==> src/shared/holdover_pkg.sv <==
// Shared constants and types for the holdover frequency control registers
package holdover_pkg;

  // ****************************************************************
  // Register map
  // ****************************************************************
  localparam int          ADDR_W          = 8;
  localparam int          DATA_W          = 8;
  localparam logic [7:0]  OFFSET_MID      = 8'h3f;
  localparam logic [7:0]  OFFSET_MODES    = 8'h40;
  localparam logic [7:0]  RESET_MID       = 8'h00;
  localparam logic [7:0]  RESET_MODES     = 8'h88;
  localparam logic [7:0]  READ_UNMAPPED   = 8'h00;

  // ****************************************************************
  // Field positions in the modes register
  // ****************************************************************
  localparam int          BIT_AUTO_AVG    = 7;
  localparam int          BIT_FAST_AVG    = 6;
  localparam int          BIT_READ_AVG    = 5;
  localparam int          MINI_MSB        = 4;
  localparam int          MINI_LSB        = 3;
  localparam int          TOP_MSB         = 2;
  localparam int          TOP_LSB         = 0;

  // ****************************************************************
  // Frequency word layout
  // ****************************************************************
  localparam int          FREQ_W          = 19;
  localparam logic [18:0] FREQ_ZERO       = 19'h0_0000;

  // Holdover source in use
  typedef enum logic [2:0] {
    SRC_AVERAGED = 3'h1,
    SRC_MANUAL   = 3'h2,
    SRC_FROZEN   = 3'h4
  } hold_src_t;

  // Decoded modes register
  typedef struct packed {
    logic       auto_avg;
    logic       fast_avg;
    logic       read_avg;
    logic [1:0] mini_mode;
  } hold_cfg_t;

  localparam hold_cfg_t   CFG_RESET       = '{auto_avg: 1'b1, fast_avg: 1'b0,
                                              read_avg: 1'b0, mini_mode: 2'h1};

endpackage

==> src/hdl/hold_freq_select.sv <==
// Holdover frequency source selection with frozen instantaneous capture
`timescale 1ns/1ps
module hold_freq_select (
  // Clock and reset
  input  wire logic                           mclk,
  input  wire logic                           rst,
  // Configuration
  input  wire holdover_pkg::hold_cfg_t        cfg,
  input  wire logic [holdover_pkg::FREQ_W-1:0] manual_word,
  input  wire logic                           manual_engaged,
  // Loop status
  input  wire logic [holdover_pkg::FREQ_W-1:0] live_freq,
  input  wire logic [holdover_pkg::FREQ_W-1:0] avg_freq,
  input  wire logic                           holdover_active,
  // Result
  output logic [holdover_pkg::FREQ_W-1:0]      holdover_freq,
  output holdover_pkg::hold_src_t             holdover_src
);

  logic [holdover_pkg::FREQ_W-1:0] frozen_reg;
  holdover_pkg::hold_src_t         src_next;
  logic [holdover_pkg::FREQ_W-1:0] freq_next;

  // Freeze tracks the live loop until holdover begins, then stops
  always_ff @(posedge mclk) begin
    if (rst) begin
      frozen_reg <= holdover_pkg::FREQ_ZERO;
    end else if (!holdover_active) begin
      frozen_reg <= live_freq;
    end
  end

  // Manual wins over averaging; otherwise averaged or frozen
  assign src_next  = manual_engaged ? holdover_pkg::SRC_MANUAL :
                     cfg.auto_avg   ? holdover_pkg::SRC_AVERAGED :
                                      holdover_pkg::SRC_FROZEN;
  assign freq_next = (src_next == holdover_pkg::SRC_MANUAL)   ? manual_word :
                     (src_next == holdover_pkg::SRC_AVERAGED) ? avg_freq : frozen_reg;

  // Registered result
  always_ff @(posedge mclk) begin
    if (rst) begin
      holdover_freq <= holdover_pkg::FREQ_ZERO;
      holdover_src  <= holdover_pkg::SRC_AVERAGED;
    end else begin
      holdover_freq <= freq_next;
      holdover_src  <= src_next;
    end
  end

  chk_avg_when_auto: assert property (@(posedge mclk) disable iff (rst)
    (cfg.auto_avg && !manual_engaged) |=> (holdover_src == holdover_pkg::SRC_AVERAGED))
    else $error("averaged source not chosen");
  chk_manual_wins: assert property (@(posedge mclk) disable iff (rst)
    manual_engaged |=> (holdover_freq == $past(manual_word)))
    else $error("manual word not used when engaged");
  // Needs two settled cycles of frozen selection; a mode change just before
  // the window legally moves the result once.
  chk_frozen_held: assert property (@(posedge mclk) disable iff (rst)
    (!cfg.auto_avg && $stable(cfg.auto_avg) && !manual_engaged && !$past(manual_engaged) &&
     holdover_active && $past(holdover_active)) |=> (holdover_freq == $past(holdover_freq)))
    else $error("frozen frequency moved during holdover");

endmodule

==> src/hdl/holdover_frequency_control.sv <==
// Manual holdover frequency and holdover modes registers of the main timing loop
//
// How it works
// - Middle byte register, read/write, resets zero
// - Manual word matches live loop frequency format
// - Modes register resets 0x88, fields packed
// - Averaged, manual or frozen frequency in holdover
`timescale 1ns/1ps
module holdover_frequency_control (
  // Clock and reset
  input  wire logic                                 mclk,
  input  wire logic                                 rst,
  // Microprocessor register port
  input  wire logic [holdover_pkg::ADDR_W-1:0]      bus_addr,
  input  wire logic                                 bus_wr,
  input  wire logic                                 bus_rd,
  input  wire logic [holdover_pkg::DATA_W-1:0]      bus_wdata,
  output logic [holdover_pkg::DATA_W-1:0]           bus_rdata,
  output logic                                      bus_rvalid,
  // Low byte of the manual word, held in a neighbouring register
  input  wire logic [7:0]                           manual_hold_offset_low,
  // Loop status
  input  wire logic [holdover_pkg::FREQ_W-1:0]      live_loop_frequency_status,
  input  wire logic [holdover_pkg::FREQ_W-1:0]      avg_freq,
  input  wire logic                                 holdover_active,
  input  wire logic                                 manual_engaged,
  // Configuration to the main timing loop
  output holdover_pkg::hold_cfg_t                   hold_cfg,
  output logic [holdover_pkg::FREQ_W-1:0]           manual_word,
  output logic [holdover_pkg::FREQ_W-1:0]           holdover_freq,
  output holdover_pkg::hold_src_t                   holdover_src
);

  // ****************************************************************
  // Register storage
  // ****************************************************************
  logic [7:0] manual_hold_offset_mid_reg;
  logic [7:0] holdover_behaviour_control_reg;
  logic [7:0] rdata_next;

  // ****************************************************************
  // Address decode
  // ****************************************************************
  logic hit_mid;
  logic hit_modes;
  logic wr_mid;
  logic wr_modes;
  logic read_avg;

  // Top three bits of the frequency word, kept in the modes register
  function automatic logic [2:0] top_field(input logic [7:0] modes);
    return modes[holdover_pkg::TOP_MSB:holdover_pkg::TOP_LSB];
  endfunction

  assign hit_mid   = (bus_addr == holdover_pkg::OFFSET_MID);
  assign hit_modes = (bus_addr == holdover_pkg::OFFSET_MODES);
  assign wr_mid    = bus_wr && hit_mid;
  assign wr_modes  = bus_wr && hit_modes;
  assign read_avg  = holdover_behaviour_control_reg[holdover_pkg::BIT_READ_AVG];

  // Middle byte register
  always_ff @(posedge mclk) begin
    if (rst) begin
      manual_hold_offset_mid_reg <= holdover_pkg::RESET_MID;
    end else if (wr_mid) begin
      manual_hold_offset_mid_reg <= bus_wdata;
    end
  end

  // Modes register
  always_ff @(posedge mclk) begin
    if (rst) begin
      holdover_behaviour_control_reg <= holdover_pkg::RESET_MODES;
    end else if (wr_modes) begin
      holdover_behaviour_control_reg <= bus_wdata;
    end
  end

  // ****************************************************************
  // Read path
  // ****************************************************************
  // With read-average set, the frequency fields show the averager so that
  // software can watch it; the stored values stay untouched underneath.
  logic [7:0] mid_view;
  logic [2:0] top_view;

  assign mid_view   = read_avg ? avg_freq[15:8] : manual_hold_offset_mid_reg;
  assign top_view   = read_avg ? avg_freq[18:16] : top_field(holdover_behaviour_control_reg);
  assign rdata_next = hit_mid   ? mid_view :
                      hit_modes ? {holdover_behaviour_control_reg[7:3], top_view} :
                                  holdover_pkg::READ_UNMAPPED;

  // Read data lands one cycle after the strobe
  always_ff @(posedge mclk) begin
    if (rst) begin
      bus_rdata  <= holdover_pkg::READ_UNMAPPED;
      bus_rvalid <= 1'b0;
    end else begin
      bus_rvalid <= bus_rd;
      if (bus_rd) begin
        bus_rdata <= rdata_next;
      end
    end
  end

  // ****************************************************************
  // Configuration outputs
  // ****************************************************************
  // Same 19-bit signed layout as the live loop frequency, so a filtered
  // readback can be written back byte for byte.
  logic [holdover_pkg::FREQ_W-1:0] word_next;
  holdover_pkg::hold_cfg_t         cfg_next;

  assign word_next = {top_field(holdover_behaviour_control_reg),
                      manual_hold_offset_mid_reg, manual_hold_offset_low};
  assign cfg_next  = '{auto_avg:  holdover_behaviour_control_reg[holdover_pkg::BIT_AUTO_AVG],
                       fast_avg:  holdover_behaviour_control_reg[holdover_pkg::BIT_FAST_AVG],
                       read_avg:  read_avg,
                       mini_mode: holdover_behaviour_control_reg[holdover_pkg::MINI_MSB:
                                                                 holdover_pkg::MINI_LSB]};

  // Registered copies for the loop
  always_ff @(posedge mclk) begin
    if (rst) begin
      manual_word <= holdover_pkg::FREQ_ZERO;
      hold_cfg    <= holdover_pkg::CFG_RESET;
    end else begin
      manual_word <= word_next;
      hold_cfg    <= cfg_next;
    end
  end

  // ****************************************************************
  // Holdover source selection
  // ****************************************************************
  hold_freq_select u_select (
    .mclk            (mclk),
    .rst             (rst),
    .cfg             (hold_cfg),
    .manual_word     (manual_word),
    .manual_engaged  (manual_engaged),
    .live_freq       (live_loop_frequency_status),
    .avg_freq        (avg_freq),
    .holdover_active (holdover_active),
    .holdover_freq   (holdover_freq),
    .holdover_src    (holdover_src)
  );

  // ****************************************************************
  // Checks
  // ****************************************************************
  chk_mid_write_read: assert property (@(posedge mclk) disable iff (rst)
    (wr_mid && !read_avg) ##1 (bus_rd && hit_mid && !bus_wr && !read_avg)
      |=> (bus_rvalid && bus_rdata == $past(bus_wdata, 2)))
    else $error("middle byte readback differs from write");
  chk_mid_reset: assert property (@(posedge mclk)
    $past(rst) |-> (manual_hold_offset_mid_reg == holdover_pkg::RESET_MID))
    else $error("middle byte not cleared by reset");
  chk_modes_reset: assert property (@(posedge mclk)
    $past(rst) |-> (holdover_behaviour_control_reg == holdover_pkg::RESET_MODES))
    else $error("modes register reset value wrong");
  chk_cfg_follows: assert property (@(posedge mclk) disable iff (rst)
    wr_modes |=> ##1 (hold_cfg.auto_avg == $past(bus_wdata[7], 2) &&
                      hold_cfg.mini_mode == $past(bus_wdata[4:3], 2)))
    else $error("modes fields not delivered");
  chk_word_layout: assert property (@(posedge mclk) disable iff (rst)
    !$past(rst) |-> (manual_word == {$past(holdover_behaviour_control_reg[2:0]),
                                     $past(manual_hold_offset_mid_reg),
                                     $past(manual_hold_offset_low)}))
    else $error("manual word assembled wrongly");
  chk_unmapped_zero: assert property (@(posedge mclk) disable iff (rst)
    (bus_rd && !hit_mid && !hit_modes) |=> (bus_rdata == holdover_pkg::READ_UNMAPPED))
    else $error("unmapped read not zero");

  // Read strobe and answer pair up; software polls nothing, so no slip
  chk_rvalid_pulse: assert property (@(posedge mclk) disable iff (rst)
    !$past(rst) |-> (bus_rvalid == $past(bus_rd)))
    else $error("read answer not one cycle after strobe");
  chk_rdata_holds: assert property (@(posedge mclk) disable iff (rst)
    !bus_rd |=> $stable(bus_rdata))
    else $error("read data moved without a read");

  // Stored bytes change only on their own write strobe
  chk_mid_no_stray: assert property (@(posedge mclk) disable iff (rst)
    !wr_mid |=> $stable(manual_hold_offset_mid_reg))
    else $error("middle byte changed without a write");
  chk_modes_no_stray: assert property (@(posedge mclk) disable iff (rst)
    !wr_modes |=> $stable(holdover_behaviour_control_reg))
    else $error("modes register changed without a write");

  // Modes readback and delivery of the remaining fields
  chk_modes_write_read: assert property (@(posedge mclk) disable iff (rst)
    (wr_modes && !bus_wdata[holdover_pkg::BIT_READ_AVG]) ##1 (bus_rd && hit_modes && !bus_wr)
      |=> (bus_rvalid && bus_rdata == $past(bus_wdata, 2)))
    else $error("modes readback differs from write");
  chk_cfg_fields: assert property (@(posedge mclk) disable iff (rst)
    !$past(rst) |->
      (hold_cfg.fast_avg == $past(holdover_behaviour_control_reg[holdover_pkg::BIT_FAST_AVG]) &&
       hold_cfg.read_avg == $past(holdover_behaviour_control_reg[holdover_pkg::BIT_READ_AVG])))
    else $error("fast or read-average field not delivered");

  // Read-average swaps only the frequency fields of the readback; the
  // control bits of the modes byte always come from storage.
  chk_avg_mid_view: assert property (@(posedge mclk) disable iff (rst)
    (bus_rd && hit_mid && read_avg) |=> (bus_rdata == $past(avg_freq[15:8])))
    else $error("middle byte readback not averaged value");
  chk_avg_top_view: assert property (@(posedge mclk) disable iff (rst)
    (bus_rd && hit_modes && read_avg)
      |=> (bus_rdata == {$past(holdover_behaviour_control_reg[7:3]), $past(avg_freq[18:16])}))
    else $error("modes readback not averaged top bits");

endmodule

==> config.mk <==
export PLATFORM = sky130hd
export DESIGN_NAME = holdover_frequency_control
export DESIGN_NICKNAME = d
export VERILOG_FILES = /design/src/shared/holdover_pkg.sv /design/src/hdl/hold_freq_select.sv /design/src/hdl/holdover_frequency_control.sv
export SDC_FILE = /design/constraint.sdc
export NUM_CORES = 1
export LEC_CHECK = 0
export ABC_AREA = 1
export ABC_CLOCK_PERIOD_IN_PS = 1310
export CAP_MARGIN = 20
export CORE_MARGIN = 3
export CORE_UTILIZATION = 45
export CTS_CLUSTER_SIZE = 30
export DETAILED_ROUTE_END_ITERATION = 10
export DONT_BUFFER_PORTS = 1
export PLACE_DENSITY = 0.62
export SETUP_SLACK_MARGIN = 0.15
export SLEW_MARGIN = 20
export SYNTH_ARGS = -nofsm -noshare
export SYNTH_HDL_FRONTEND = slang
export SYNTH_SLANG_ARGS = --single-unit
export TNS_END_PERCENT = 20
==> constraint.sdc <==
create_clock -name mclk -period 1.31 [get_ports mclk]
set_input_delay 0.0655 -clock mclk [delete_from_list [all_inputs] [get_ports mclk]]
set_output_delay 0.0655 -clock mclk [all_outputs]
set_load 0.01 [all_outputs]
# [After elaboration in Yosys (flattened, before gate mapping)]
# Index checks and enable logic that the tools add are counted.
[word_totals] reg_bits=90 mem_count=0 output_inout_bits=55 ramBits=0 mem_bits_ro=0 in_bits=68 elab_cells=26 latch_bits=0
[classes] div_mod_pow=0 eq_ne=4 n_lt_le_gt_ge=0 addsub=0 n_bitwise=0 multipliers=0 n_reduce_logical=2 n_shift=0 muxes=8
[ops] operator="$mux 19" count=2
[ops] operator="$mux 8" count=3
[ops] operator="$mux 3" count=3
[ops] operator="$eq 8x6->1 const B" count=1
[ops] operator="$eq 8x7->1 const B" count=1
[ops] operator="$eq 3x1->1 const B" count=1
[ops] operator="$eq 3x2->1 const B" count=1
[ops] operator="$logic_and 1x1->1" count=2

# [Depth between registers and ports, before layout]
# Gate-level depths: netlist of run 1.
[logic_depth] word_depth=5 depth_mapped=9 depth_no_buf=9

# [Modules after synthesis]
# A second synthesis of run 1 with hierarchy kept.
[unflattened] cells_unflattened=485 hier_area_um2=3537.1
[modules_own_cells] module="holdover_frequency_control" n_inst=1 area_each_um2=1889.3 seq_area_each_um2=980.9 cells_per_inst=251
[modules_own_cells] module="hold_freq_select" n_inst=1 area_each_um2=1647.8 seq_area_each_um2=820.8 cells_per_inst=234

# [Least setup slack after synthesis of run 1]
# OpenSTA, ideal clock, no wires.
[synth_timing] kind="flip-flop to flip-flop" startpoint="register hold_cfg[4] in the netlist's numbering" endpoint="register u_select.holdover_freq[14] in the netlist's numbering" period_less_slack_ns=0.978 path_stages_with_launch=8 arrival_ns=0.921 n_path_buf=1 t_required_ns=1.252 setup_time_ns=0.058 path_slack_ns=0.332 cell_sequence="dfxtp_1 inv_1 nor2_1 buf_2 nand2_1 o21ai_0 o21ai_1 inv_1"
[synth_between] elab_chain_cells=5 word_cells_on_any_way=6 classes_between="2 x eq/ne; 4 x mux"
[synth_lines] item="start, declared" line_no="holdover_frequency_control.sv:28" rtl="output holdover_pkg::hold_cfg_t hold_cfg,"
[synth_lines] item="start signal, assigned" line_no="holdover_frequency_control.sv:126" rtl="hold_cfg <= holdover_pkg::CFG_RESET;"
[synth_lines] item="start signal, assigned" line_no="holdover_frequency_control.sv:129" rtl="hold_cfg <= cfg_next;"
[synth_lines] item="$mux 3 (*)" line_no="hold_freq_select.sv:35" rtl="cfg.auto_avg ? holdover_pkg::SRC_AVERAGED :"
[synth_lines] item="$mux 3 (*)" line_no="hold_freq_select.sv:34" rtl="assign src_next = manual_engaged ? holdover_pkg::SRC_MANUAL :"
[synth_lines] item="$eq 3x1->1" line_no="hold_freq_select.sv:38" rtl="(src_next == holdover_pkg::SRC_AVERAGED) ? avg_freq : frozen_reg;"
[synth_lines] item="$mux 19" line_no="hold_freq_select.sv:38"
[synth_lines] item="$mux 19 (*)" line_no="hold_freq_select.sv:37" rtl="assign freq_next = (src_next == holdover_pkg::SRC_MANUAL) ? manual_word :"
[synth_lines] item="end signal, assigned" line_no="hold_freq_select.sv:43" rtl="holdover_freq <= holdover_pkg::FREQ_ZERO;"
[synth_lines] item="end signal, assigned" line_no="hold_freq_select.sv:46" rtl="holdover_freq <= freq_next;"
[synth_lines] item="end, declared" line_no="hold_freq_select.sv:16" rtl="output logic [holdover_pkg::FREQ_W-1:0] holdover_freq,"
# Mark *: on every way between the ends. The rest lies on a longest branch, timed or not.
# A chain may end at the register's enable or synchronous reset.

==> results of run 1 <==
-- what timing repair did --
item,CTS,global route
resized for setup,0,16
hold buffers,58,1
buffers inserted,0,0
setup endpoints to repair,0,40
hold endpoints to repair,86,9
-- metal layers --
layer	up-vias	track usage (%)	part of all wire (%)
met5	-	0	0
met4	0	9.50	1.7
met3	11	4.30	6.3
met2	103	34.5	48
met1	1387	27.5	44
li1	1570	-	-
-- worst paths after layout --
kind | end | slack, ns
worst max-delay path | u_select.frozen_reg[12] | 0.13
worst min-delay path | bus_rdata[0] | -0.13
worst max register to register | u_select.frozen_reg[12] | 0.13
worst min register to register | hold_cfg[0] | 0.44
-- through the flow --
stage | worst slack [ns] | utilization, % | cell area (µm²)
3_5_place_dp | 0.196 | 48.5 | 3610
6_report | 0.128 | 59.6 | 4440
4_1_cts | 0.177 | 58.7 | 4370
3_3_place_gp | 0.220 | 48.5 | 3610
2_1_floorplan | 0.332 | - | 3530
5_1_grt | 0.0673 | 59.6 | 4440
-- power groups by stage --
stage	clock network, W	logic [W]	registers [W]
floorplan	0	0.000233	0.00295
global placement	0	0.000234	0.00296
detailed placement	0	0.000240	0.00296
CTS	0.00176	0.000416	0.00289
global route	0.00188	0.000489	0.00290
finish	0.00170	0.000432	0.00289
-- area by class of cell --
class                   instances  share of cell area [%]
flip-flops and latches         90                    40.6
multi-input cells             278                    29.6
repair buffers                 70                    15.4
inverters                      87                    7.45
clock buffers                  10                    3.10
well taps                      99                    2.79
clock inverters                 6                   0.959
-- cell usage in the layout (no fill, tap or decap), drive strengths merged --
cell,n
nand3,9
buf,11
dfxtp,90
dlymetal6s4s,2
clkinv,5
nor2,76
o211ai,16
clkbuf,10
inv,86
a21oi,23
clkinvlp,2
nand2,99
dlygate4sd3,57
o21ai,55
-- critical path, cell delays in order, from the launching register on --
cell and delay, ns:
dfxtp_1 0.34, inv_1 0.05, a21oi_1 0.16, dlygate4sd3_1 0.58
-- kinds of logic (layout without fill, tap and decap cells) --
kind of cell / Yosys count / in the layout / synth area share [%]
AO/OA/AOI/OAI: 94 / 94 / 14.5
buffers and inverters: 110 / 173 / 12.5
flip-flops: 90 / 90 / 51.0
AND/OR/NAND/NOR: 184 / 184 / 22.0
==> summary.txt, run 1 <==
Place
  • PortBufs: 0
  • Placed cells: 563
  • Gpl congestion: 0.850
  • Hpwl dp: 6120 µm

Synth
  • Synth area leaders: dfxtp_1 51%, nand2_1 10%, inv_1 8.3%
  • Mapped Avg Cell Area: 7.39 µm²
  • Commonest cells post-synth: 95 x nand2_1, 90 x dfxtp_1, 78 x inv_1, 69 x nor2_1, 28 x o21ai_1
  • Cell taking the most area after synthesis: dfxtp_1
  • Top FF cell, synth: dfxtp_1
  • Post-synth EDFFs: 0
  • Cell with the most instances after synthesis: nand2_1
  • Synth cell types: 22
  • Yosys reg bits: 90
  • Ys Warns: 0
  • Syn Nets: 546
  • Top cell type's share of synthesized area: 51.0%
  • Mapped cell area: 3530 µm²
  • Asr flop ratio synth: 0%
  • Cells after Synth: 478
  • Seq/Total Area, Yosys: 51.0%

STA
  • Final hold violation count: 8
  • Worst Max-Slew Pin Slew: 0.890 ns
  • Final Cycle Share: 90.2%
  • Final-report max-slew violation count: 0
  • Fin Hold WS: -0.133 ns
  • Peak Freq: 0.846 GHz
  • Post-route setup TNS: 0 ns
  • Final setup fails: 0
  • Max_slew headroom: 40.7%
  • Setup Skew: 0.0142 ns
  • Post-layout min period: 1.18 ns
  • Unrepaired setup endpoints after global routing: yes

Cells and area
  • Footprint of the multi-input gates: 1320 µm²
  • Layout cells sized above 1: 10.4%
  • FILL cells: 723
  • # diodes: 0
  • Post-Layout Cell Count: 640
  • Seq. cell area: 1800 µm²
  • Final net count: 604
  • Layout area overhead: 25.6%

Routing
  • Vias: 3,071
  • DR WL/cell: 14.8 µm
  • Drt drc: 0
  • 1st-pass router iterations: 5
  • Starting DRT DRC Count: 167
  • Routed Antenna Nets: 0
  • Drt via density: 4.80
  • Routed wire length: 9450 µm

Floorplanning
  • Die width: 94.6 µm
  • Vert. Die Dim: 94.6 µm
  • Total core area: 7450 µm²
  • Die area: 8950 µm²
  • Num rows: 31
  • Ports: 123
  • Starting Density: 47.4%

Run status
  • Status: finished, violations left
  • Violated checks: hold timing

Setup path
  • CP Max Fanout: 2
  • Crit end category: register
  • WS Path Type: reg2reg
  • WP data required: 1.61 ns
  • R2R depth: 3
  • FF-to-FF Start: u_select.frozen_reg[12]
  • Critical Path Source: u_select.frozen_reg[12]
  • Worst setup SP type: register
  • CP arrival: 1.48 ns

Global routing
  • Largest net degree at the start of global routing: 34
  • Vias in the first global route: 2,916
  • Grt ovf: 0
  • First-pass GRT wire length: 14,700 µm
  • Antenna violations before repair: 0
  • Total Routing Usage GR: 21.3%

CTS
  • Reg clk slew, reported paths: 0.09 ns
  • # H-tree levels: 3
  • CTS Buf Count: 9
  • CTS tree: built
  • Clock buffer depth: 2
  • CTS root buffer: clkbuf_8
  • Clock latency on the worst-skew pair: 0.35 ns
  • Clock sink total: 90

Power
  • Sequential power share: 57.6%
  • Leak Pwr: 2.10 nW
  • Power per cell area: 1130 nW/µm²
  • Logic gate share of total power: 8.6%
  • Switching power total: 0.00124 W
  • Cell-internal power: 0.00378 W
  • Clk pwr share: 33.8%
  • Switching part of the total power: 24.7%
  • Total Power: 0.00503 W
  • Worst vdd ir: 0.582 mV

Worst hold path
  • WHS Path Cells: 2
  • Worst Hold Launch: bus_rd
  • Hold Crit Class: in2reg

Flow run
  • Max Cap Viol: 0
Note: power is estimated with default switching activity, not from simulation.
==> inputs of run 2 (changes only) <==
--- a/config.mk
+++ b/config.mk
@@ -6,7 +6,6 @@
 export NUM_CORES = 1
 export LEC_CHECK = 0
 export ABC_AREA = 1
-export ABC_CLOCK_PERIOD_IN_PS = 1310
 export CAP_MARGIN = 20
 export CORE_MARGIN = 3
 export CORE_UTILIZATION = 45
@@ -18,5 +17,6 @@
 export SLEW_MARGIN = 20
 export SYNTH_ARGS = -nofsm -noshare
 export SYNTH_HDL_FRONTEND = slang
+export SYNTH_HIERARCHICAL = 1
 export SYNTH_SLANG_ARGS = --single-unit
 export TNS_END_PERCENT = 20
==> summary.txt, run 2 <==
Run status
  • Status: finished, violations left
  • Violated checks: hold timing

Synth
  • Syn Nets: 553
  • Cell taking the most area after synthesis: dfxtp_1
  • Largest family of logic cells by synthesized area: simple AND/OR/NAND/NOR gates
  • Mapped Avg Cell Area: 7.29 µm²
  • Simple logic cell fraction of the synthesized area: 30.8%
  • Cell with the most instances after synthesis: nand2_1
  • Mux cell area share after synthesis: 0%
  • Post-synth EDFFs: 0
  • Synth area leaders: dfxtp_1 51%, nand2_1 11%, nor2_1 10%
  • Top cell type's share of synthesized area: 50.9%
  • Asr flop ratio synth: 0%
  • Synth cell types: 21
  • Mapped cell area: 3540 µm²
  • Cells after Synth: 485
  • Xor and xnor area share after synthesis: 0%
  • Top FF cell, synth: dfxtp_1
  • Adder-Cell Fraction of Synth Area: 0%
  • Commonest cells post-synth: 100 x nand2_1, 94 x nor2_1, 90 x dfxtp_1, 55 x inv_1, 50 x nand3_1
  • Yosys reg bits: 90
  • Seq/Total Area, Yosys: 50.9%
  • Ys Warns: 6
  • Synth Area in Compound Gates: 8.14%

Cells and area
  • Final net count: 643
  • Commonest non-fill, non-tap cell in the layout: nand2_1
  • Layout area overhead: 35.5%
  • Core Util, Final: 64.3%
  • Layout cells sized above 1: 8.28%
  • Commonest non-fill, non-tap cells in the layout: 100 x nand2_1, 94 x nor2_1, 92 x dlygate4sd3_1, 89 x dfxtp_1, 54 x inv_1

STA
  • Final-report max-slew violation count: 0
  • Final Cycle Share: 90.1%
  • Unrepaired setup endpoints after global routing: yes
  • Final setup fails: 0
  • Max_slew headroom: 46.3%
  • Post-route setup TNS: 0 ns
  • Final hold violation count: 8
  • Fin Hold WS: -0.196 ns
  • Setup Skew: 0.0111 ns
  • Worst Max-Slew Pin Slew: 0.806 ns
  • Post-layout min period: 1.18 ns
  • Peak Freq: 0.847 GHz

Floorplanning
  • Die width: 94.7 µm
  • Die area: 8960 µm²
  • Vert. Die Dim: 94.7 µm
  • Starting Density: 47.5%
  • Ports: 123
  • Total core area: 7450 µm²
  • Num rows: 31

Place
  • Gpl congestion: 0.897
  • PortBufs: 0
  • Hpwl dp: 6650 µm

Power
  • Clk pwr share: 37.1%
  • Power per cell area: 1130 nW/µm²
  • Worst vdd ir: 0.572 mV
  • Sequential power share: 53.7%
  • Logic gate share of total power: 9.2%
  • Cell-internal power: 0.00409 W
  • Switching part of the total power: 24.4%
  • Total Power: 0.00541 W
  • Leak Pwr: 2.23 nW
  • Switching power total: 0.00132 W

Flow run
  • Max Cap Viol: 0

Setup path
  • CP Max Fanout: 1
  • Worst setup SP type: input pin
  • CP arrival: 1.44 ns
  • WS Path Type: in2reg
  • WP data required: 1.57 ns
  • Crit end category: register

CTS
  • Reg clk slew, reported paths: 0.10 ns
  • Clock buffer depth: 2
  • # H-tree levels: 3
  • CTS tree: built
  • Post-CTS Setup Repair Bufs: 0
  • Clock latency on the worst-skew pair: 0.36 ns
  • CTS Buf Count: 9
  • Clock sink total: 90
  • CTS root buffer: clkbuf_8

Routing
  • Vias: 3,411
  • Starting DRT DRC Count: 250
  • Routed wire length: 10,600 µm
  • Drt drc: 0
  • Drt via density: 5.02
  • 1st-pass router iterations: 6
  • DR WL/cell: 15.6 µm
  • Routed Antenna Nets: 0

Global routing
  • Grt ovf: 0
  • First-pass GRT wire length: 16,500 µm
  • Largest net degree at the start of global routing: 40
  • Antenna violations before repair: 0
  • Vias in the first global route: 3,172
  • Total Routing Usage GR: 23.9%

Worst hold path
  • Hold Crit Class: in2reg
run 2: power groups by stage:
stage	clock network (W)	registers, W	logic, W
3_5_place_dp	0	0.00297	0.000237
6_report	0.00201	0.00291	0.000496
3_3_place_gp	0	0.00297	0.000234
5_1_grt	0.00216	0.00292	0.000545
2_1_floorplan	0	0.00295	0.000228
4_1_cts	0.00205	0.00291	0.000475
run 2: worst paths after layout:
| kind | start | to | slack (ns) | cells after the start |
|---|---|---|---|---|
| min reg2reg | holdover_behaviour_control_reg[3] | hold_cfg[0] | 0.46 | 2 |
| max | live_loop_frequency_status[14] | u_select/frozen_reg[14] | 0.13 | 4 |
| max reg2reg | manual_hold_offset_mid_reg[1] | manual_word[9] | 0.19 | 3 |
| min | bus_rd | bus_rdata[7] | -0.20 | 1 |
run 2: layer usage:
| layer | up-vias | GRT usage, % | share of wire (%) | wire length, µm |
|---|---|---|---|---|
| met2 | 175 | 36.6 | 46 | 4910 |
| met1 | 1543 | 32.5 | 43 | 4540 |
| met4 | 0 | 9.62 | 1.8 | 195 |
| met3 | 18 | 5.34 | 8.9 | 942 |
| li1 | 1675 | - | - | - |
| met5 | - | 0 | 0 | 0 |
run 2: cell type report:
cell class / instances / area [µm²]
flip-flops and latches: 90 / 1810
multi-input cells: 311 / 1380
repair buffers: 102 / 1040
well taps: 99 / 124
clock inverters: 5 / 61.3
inverters: 61 / 229
diodes: 1 / 2.50
clock buffers: 11 / 151
fillers: 669 / 2660
run 2: repair_timing:
| action | CTS | global route |
|---|---|---|
| endpoints found under the setup margin | 0 | 32 |
| hold endpoints to repair | 88 | 9 |
| gates resized for setup | 0 | 6 |
| hold buffers | 92 | 2 |
run 2: cell families after synthesis:
kind of cell / Yosys count
compound gates: 54
buf+inv: 84
flops: 90
simple gates: 257
run 2: critical path: stages:
cell	delay, ns
dlygate4sd3_1	0.54
o21ai_0	0.18
dlygate4sd3_1	0.61
nor2_1	0.04
run 2: per-stage QoR:
| stage | instances | instance area [µm²] | setup slack [ns] |
|---|---|---|---|
| floorplan | 485 | 3540 | 0.342 |
| global placement | 569 | 3620 | 0.220 |
| detailed placement | 569 | 3620 | 0.180 |
| CTS | 677 | 4760 | 0.151 |
| global route | 679 | 4790 | 0.0885 |
| finish | 680 | 4790 | 0.130 |
==> inputs of run 3 (changes only) <==
--- a/config.mk
+++ b/config.mk
@@ -5,7 +5,6 @@
 export SDC_FILE = /design/constraint.sdc
 export NUM_CORES = 1
 export LEC_CHECK = 0
-export ABC_AREA = 1
 export CAP_MARGIN = 20
 export CORE_MARGIN = 3
 export CORE_UTILIZATION = 45
==> summary.txt, run 3 <==
Run status
  • Status: finished, violations left
  • Violated checks: hold timing

Floorplanning
  • Starting Density: 47.5%
  • Ports: 123
  • Die width: 94.6 µm
  • Vert. Die Dim: 94.6 µm
  • Die area: 8950 µm²
  • Num rows: 31
  • Total core area: 7450 µm²

STA
  • Unrepaired setup endpoints after global routing: yes
  • Worst Max-Slew Pin Slew: 0.748 ns
  • Final-report max-slew violation count: 0
  • Fin Hold WS: -0.118 ns
  • Peak Freq: 0.833 GHz
  • Final Cycle Share: 91.6%
  • Post-layout min period: 1.20 ns
  • Final hold violation count: 2
  • Final setup fails: 0
  • Max_slew headroom: 50.0%
  • Setup Skew: 0.0132 ns
  • Post-route setup TNS: 0 ns

Synth
  • Synth area leaders: dfxtp_1 51%, mux2i_1 15%, nor2b_1 5.7%
  • Post-synth EDFFs: 0
  • Synth Area in Compound Gates: 7.68%
  • Seq/Total Area, Yosys: 51.0%
  • Synth cell types: 30
  • Cell taking the most area after synthesis: dfxtp_1
  • Commonest cells post-synth: 90 x dfxtp_1, 52 x mux2i_1, 32 x nor2b_1, 24 x nor2_1, 19 x nand2b_1
  • Cell with the most instances after synthesis: dfxtp_1
  • Mux cell area share after synthesis: 18.5%
  • Asr flop ratio synth: 0%
  • Adder-Cell Fraction of Synth Area: 0%
  • Top cell type's share of synthesized area: 51.0%
  • Top FF cell, synth: dfxtp_1
  • Simple logic cell fraction of the synthesized area: 17.1%
  • Syn Nets: 398
  • Ys Warns: 6
  • Largest family of logic cells by synthesized area: multiplexers
  • Mapped Avg Cell Area: 10.7 µm²
  • Cells after Synth: 330
  • Mapped cell area: 3530 µm²
  • Xor and xnor area share after synthesis: 0%
  • Yosys reg bits: 90

Cells and area
  • Commonest non-fill, non-tap cells in the layout: 86 x dfxtp_1, 63 x dlygate4sd3_1, 52 x mux2i_1, 32 x nor2b_1, 24 x nor2_1
  • Post-Layout Cell Count: 497
  • Layout area overhead: 27.9%
  • Commonest non-fill, non-tap cell in the layout: dfxtp_1
  • # diodes: 0
  • FILL cells: 664
  • Final net count: 461
  • Layout cells sized above 1: 12.8%

Routing
  • Routed wire length: 9540 µm
  • Drt via density: 5.27
  • DR WL/cell: 19.2 µm
  • Starting DRT DRC Count: 74
  • Drt drc: 0
  • 1st-pass router iterations: 4
  • Vias: 2,617
  • Routed Antenna Nets: 0

CTS
  • # H-tree levels: 3
  • Reg clk slew, reported paths: 0.09 ns
  • CTS Buf Count: 9
  • Clock latency on the worst-skew pair: 0.36 ns
  • CTS root buffer: clkbuf_8
  • CTS tree: built
  • Clock sink total: 90
  • Clock buffer depth: 2

Flow run
  • Max Cap Viol: 0

Setup path
  • FF-to-FF End: u_select/frozen_reg[15]
  • WS Path Type: in2reg
  • WP data required: 1.56 ns
  • Worst setup SP type: input pin
  • CP arrival: 1.45 ns
  • Crit end category: register
  • Critical Path Source: manual_engaged
  • R2R depth: 3
  • CP endpoint: u_select/holdover_freq[2]
  • CP Max Fanout: 20
  • Reg2reg setup slack: 0.15 ns
  • FF-to-FF Start: u_select/frozen_reg[15]

Global routing
  • Grt ovf: 0
  • Antenna violations before repair: 0
  • First-pass GRT wire length: 14,200 µm
  • Vias in the first global route: 2,682
  • Largest net degree at the start of global routing: 53
  • Total Routing Usage GR: 21.1%

Worst hold path
  • WHS Path Cells: 2
  • Hold Crit Class: in2reg

Place
  • Placed cells: 415
  • Gpl congestion: 0.737
  • PortBufs: 0
  • Hpwl dp: 5870 µm

Power
  • Logic gate share of total power: 7.9%
  • Switching part of the total power: 23.5%
  • Switching power total: 0.00125 W
  • Power per cell area: 1180 nW/µm²
  • Worst vdd ir: 0.742 mV
  • Cell-internal power: 0.00408 W
  • Sequential power share: 54.7%
  • Clk pwr share: 37.4%
  • Leak Pwr: 2.04 nW
## run 3: changes by cell type in the layout (fill, tap and decap cells not counted), moves of 32 or more
| cell | before | now |
|---|---|---|
| nor2b_1 | 0 | 32 |
| inv_1 | 54 | 15 |
| mux2i_1 | 0 | 52 |
| nand2_1 | 100 | 1 |
| nor2_1 | 94 | 24 |
| o21ai_0 | 38 | 0 |
| nand3_1 | 50 | 15 |
## run 3: worst min-delay path by stage
| stage | to | slack (ns) | start |
|---|---|---|---|
| 2_1_floorplan | manual_word[11] | 0.15 | rst |
| 3_3_place_gp | u_select/holdover_freq[5] | 0.14 | rst |
| 3_5_place_dp | u_select/holdover_freq[5] | 0.14 | rst |
| 4_1_cts | bus_rdata[6] | -0.22 | bus_rd |
| 5_1_grt | u_select/frozen_reg[3] | -0.08 | holdover_active |
| 6_report | u_select/frozen_reg[7] | -0.12 | holdover_active |
## run 3: area by class of cell
class	instances	area [µm²]	share of cell area [%]
inverter	15	56.3	1.25
multi-input combinational	202	1540	34.1
timing repair buffer	75	776	17.2
tap	99	124	2.74
clock inverter	5	61.3	1.36
sequential	90	1810	40.0
clock buffer	11	151	3.35
## run 3: cell families (layout without fill, tap and decap cells)
logic type      Yosys count  after routing
mux                      64             64
flops                    90             90
simple gates            102            102
buf+inv                  38            106
compound gates           36             36
## run 3: metal layers
| metal | up-vias | routed length (µm) | global-route usage, % |
|---|---|---|---|
| met5 | - | 0 | 0 |
| met4 | 0 | 231 | 10.9 |
| met3 | 14 | 875 | 6.85 |
| met2 | 106 | 4770 | 36.1 |
| met1 | 1237 | 3670 | 23.4 |
| li1 | 1260 | - | - |
## run 3: power by group through the flow
stage          Combinational [W]  Clock, W  Sequential [W]
2_1_floorplan           0.000234         0         0.00296
3_3_place_gp            0.000213         0         0.00298
3_5_place_dp            0.000219         0         0.00298
4_1_cts                 0.000399   0.00205         0.00292
5_1_grt                 0.000455   0.00218         0.00293
6_report                0.000420   0.00199         0.00292
## run 3: worst max-delay path: stages
cell,delay (ns)
dlygate4sd3_1,0.82
nor2b_1,0.26
a211oi_1,0.30
## run 3: metrics by stage
step	utilization (%)	cell area, µm²	power, W	setup slack (ns)	hold WS (ns)
6_report	60.7	4520	0.00533	0.110	-0.118
5_1_grt	60.7	4520	0.00557	0.0954	-0.0845
3_3_place_gp	48.5	3610	0.00319	0.0929	0.141
3_5_place_dp	48.5	3610	0.00320	0.0485	0.142
4_1_cts	59.9	4460	0.00537	0.159	-0.216
2_1_floorplan	-	3540	0.00320	0.150	0.146
## run 3: repair_timing
item                                   4_1_cts  5_1_grt
setup endpoints to repair                    0       30
endpoints found under the hold margin       90       15
gates resized for setup                      0        7
buffers inserted                             0        1
hold buffers                                63        5
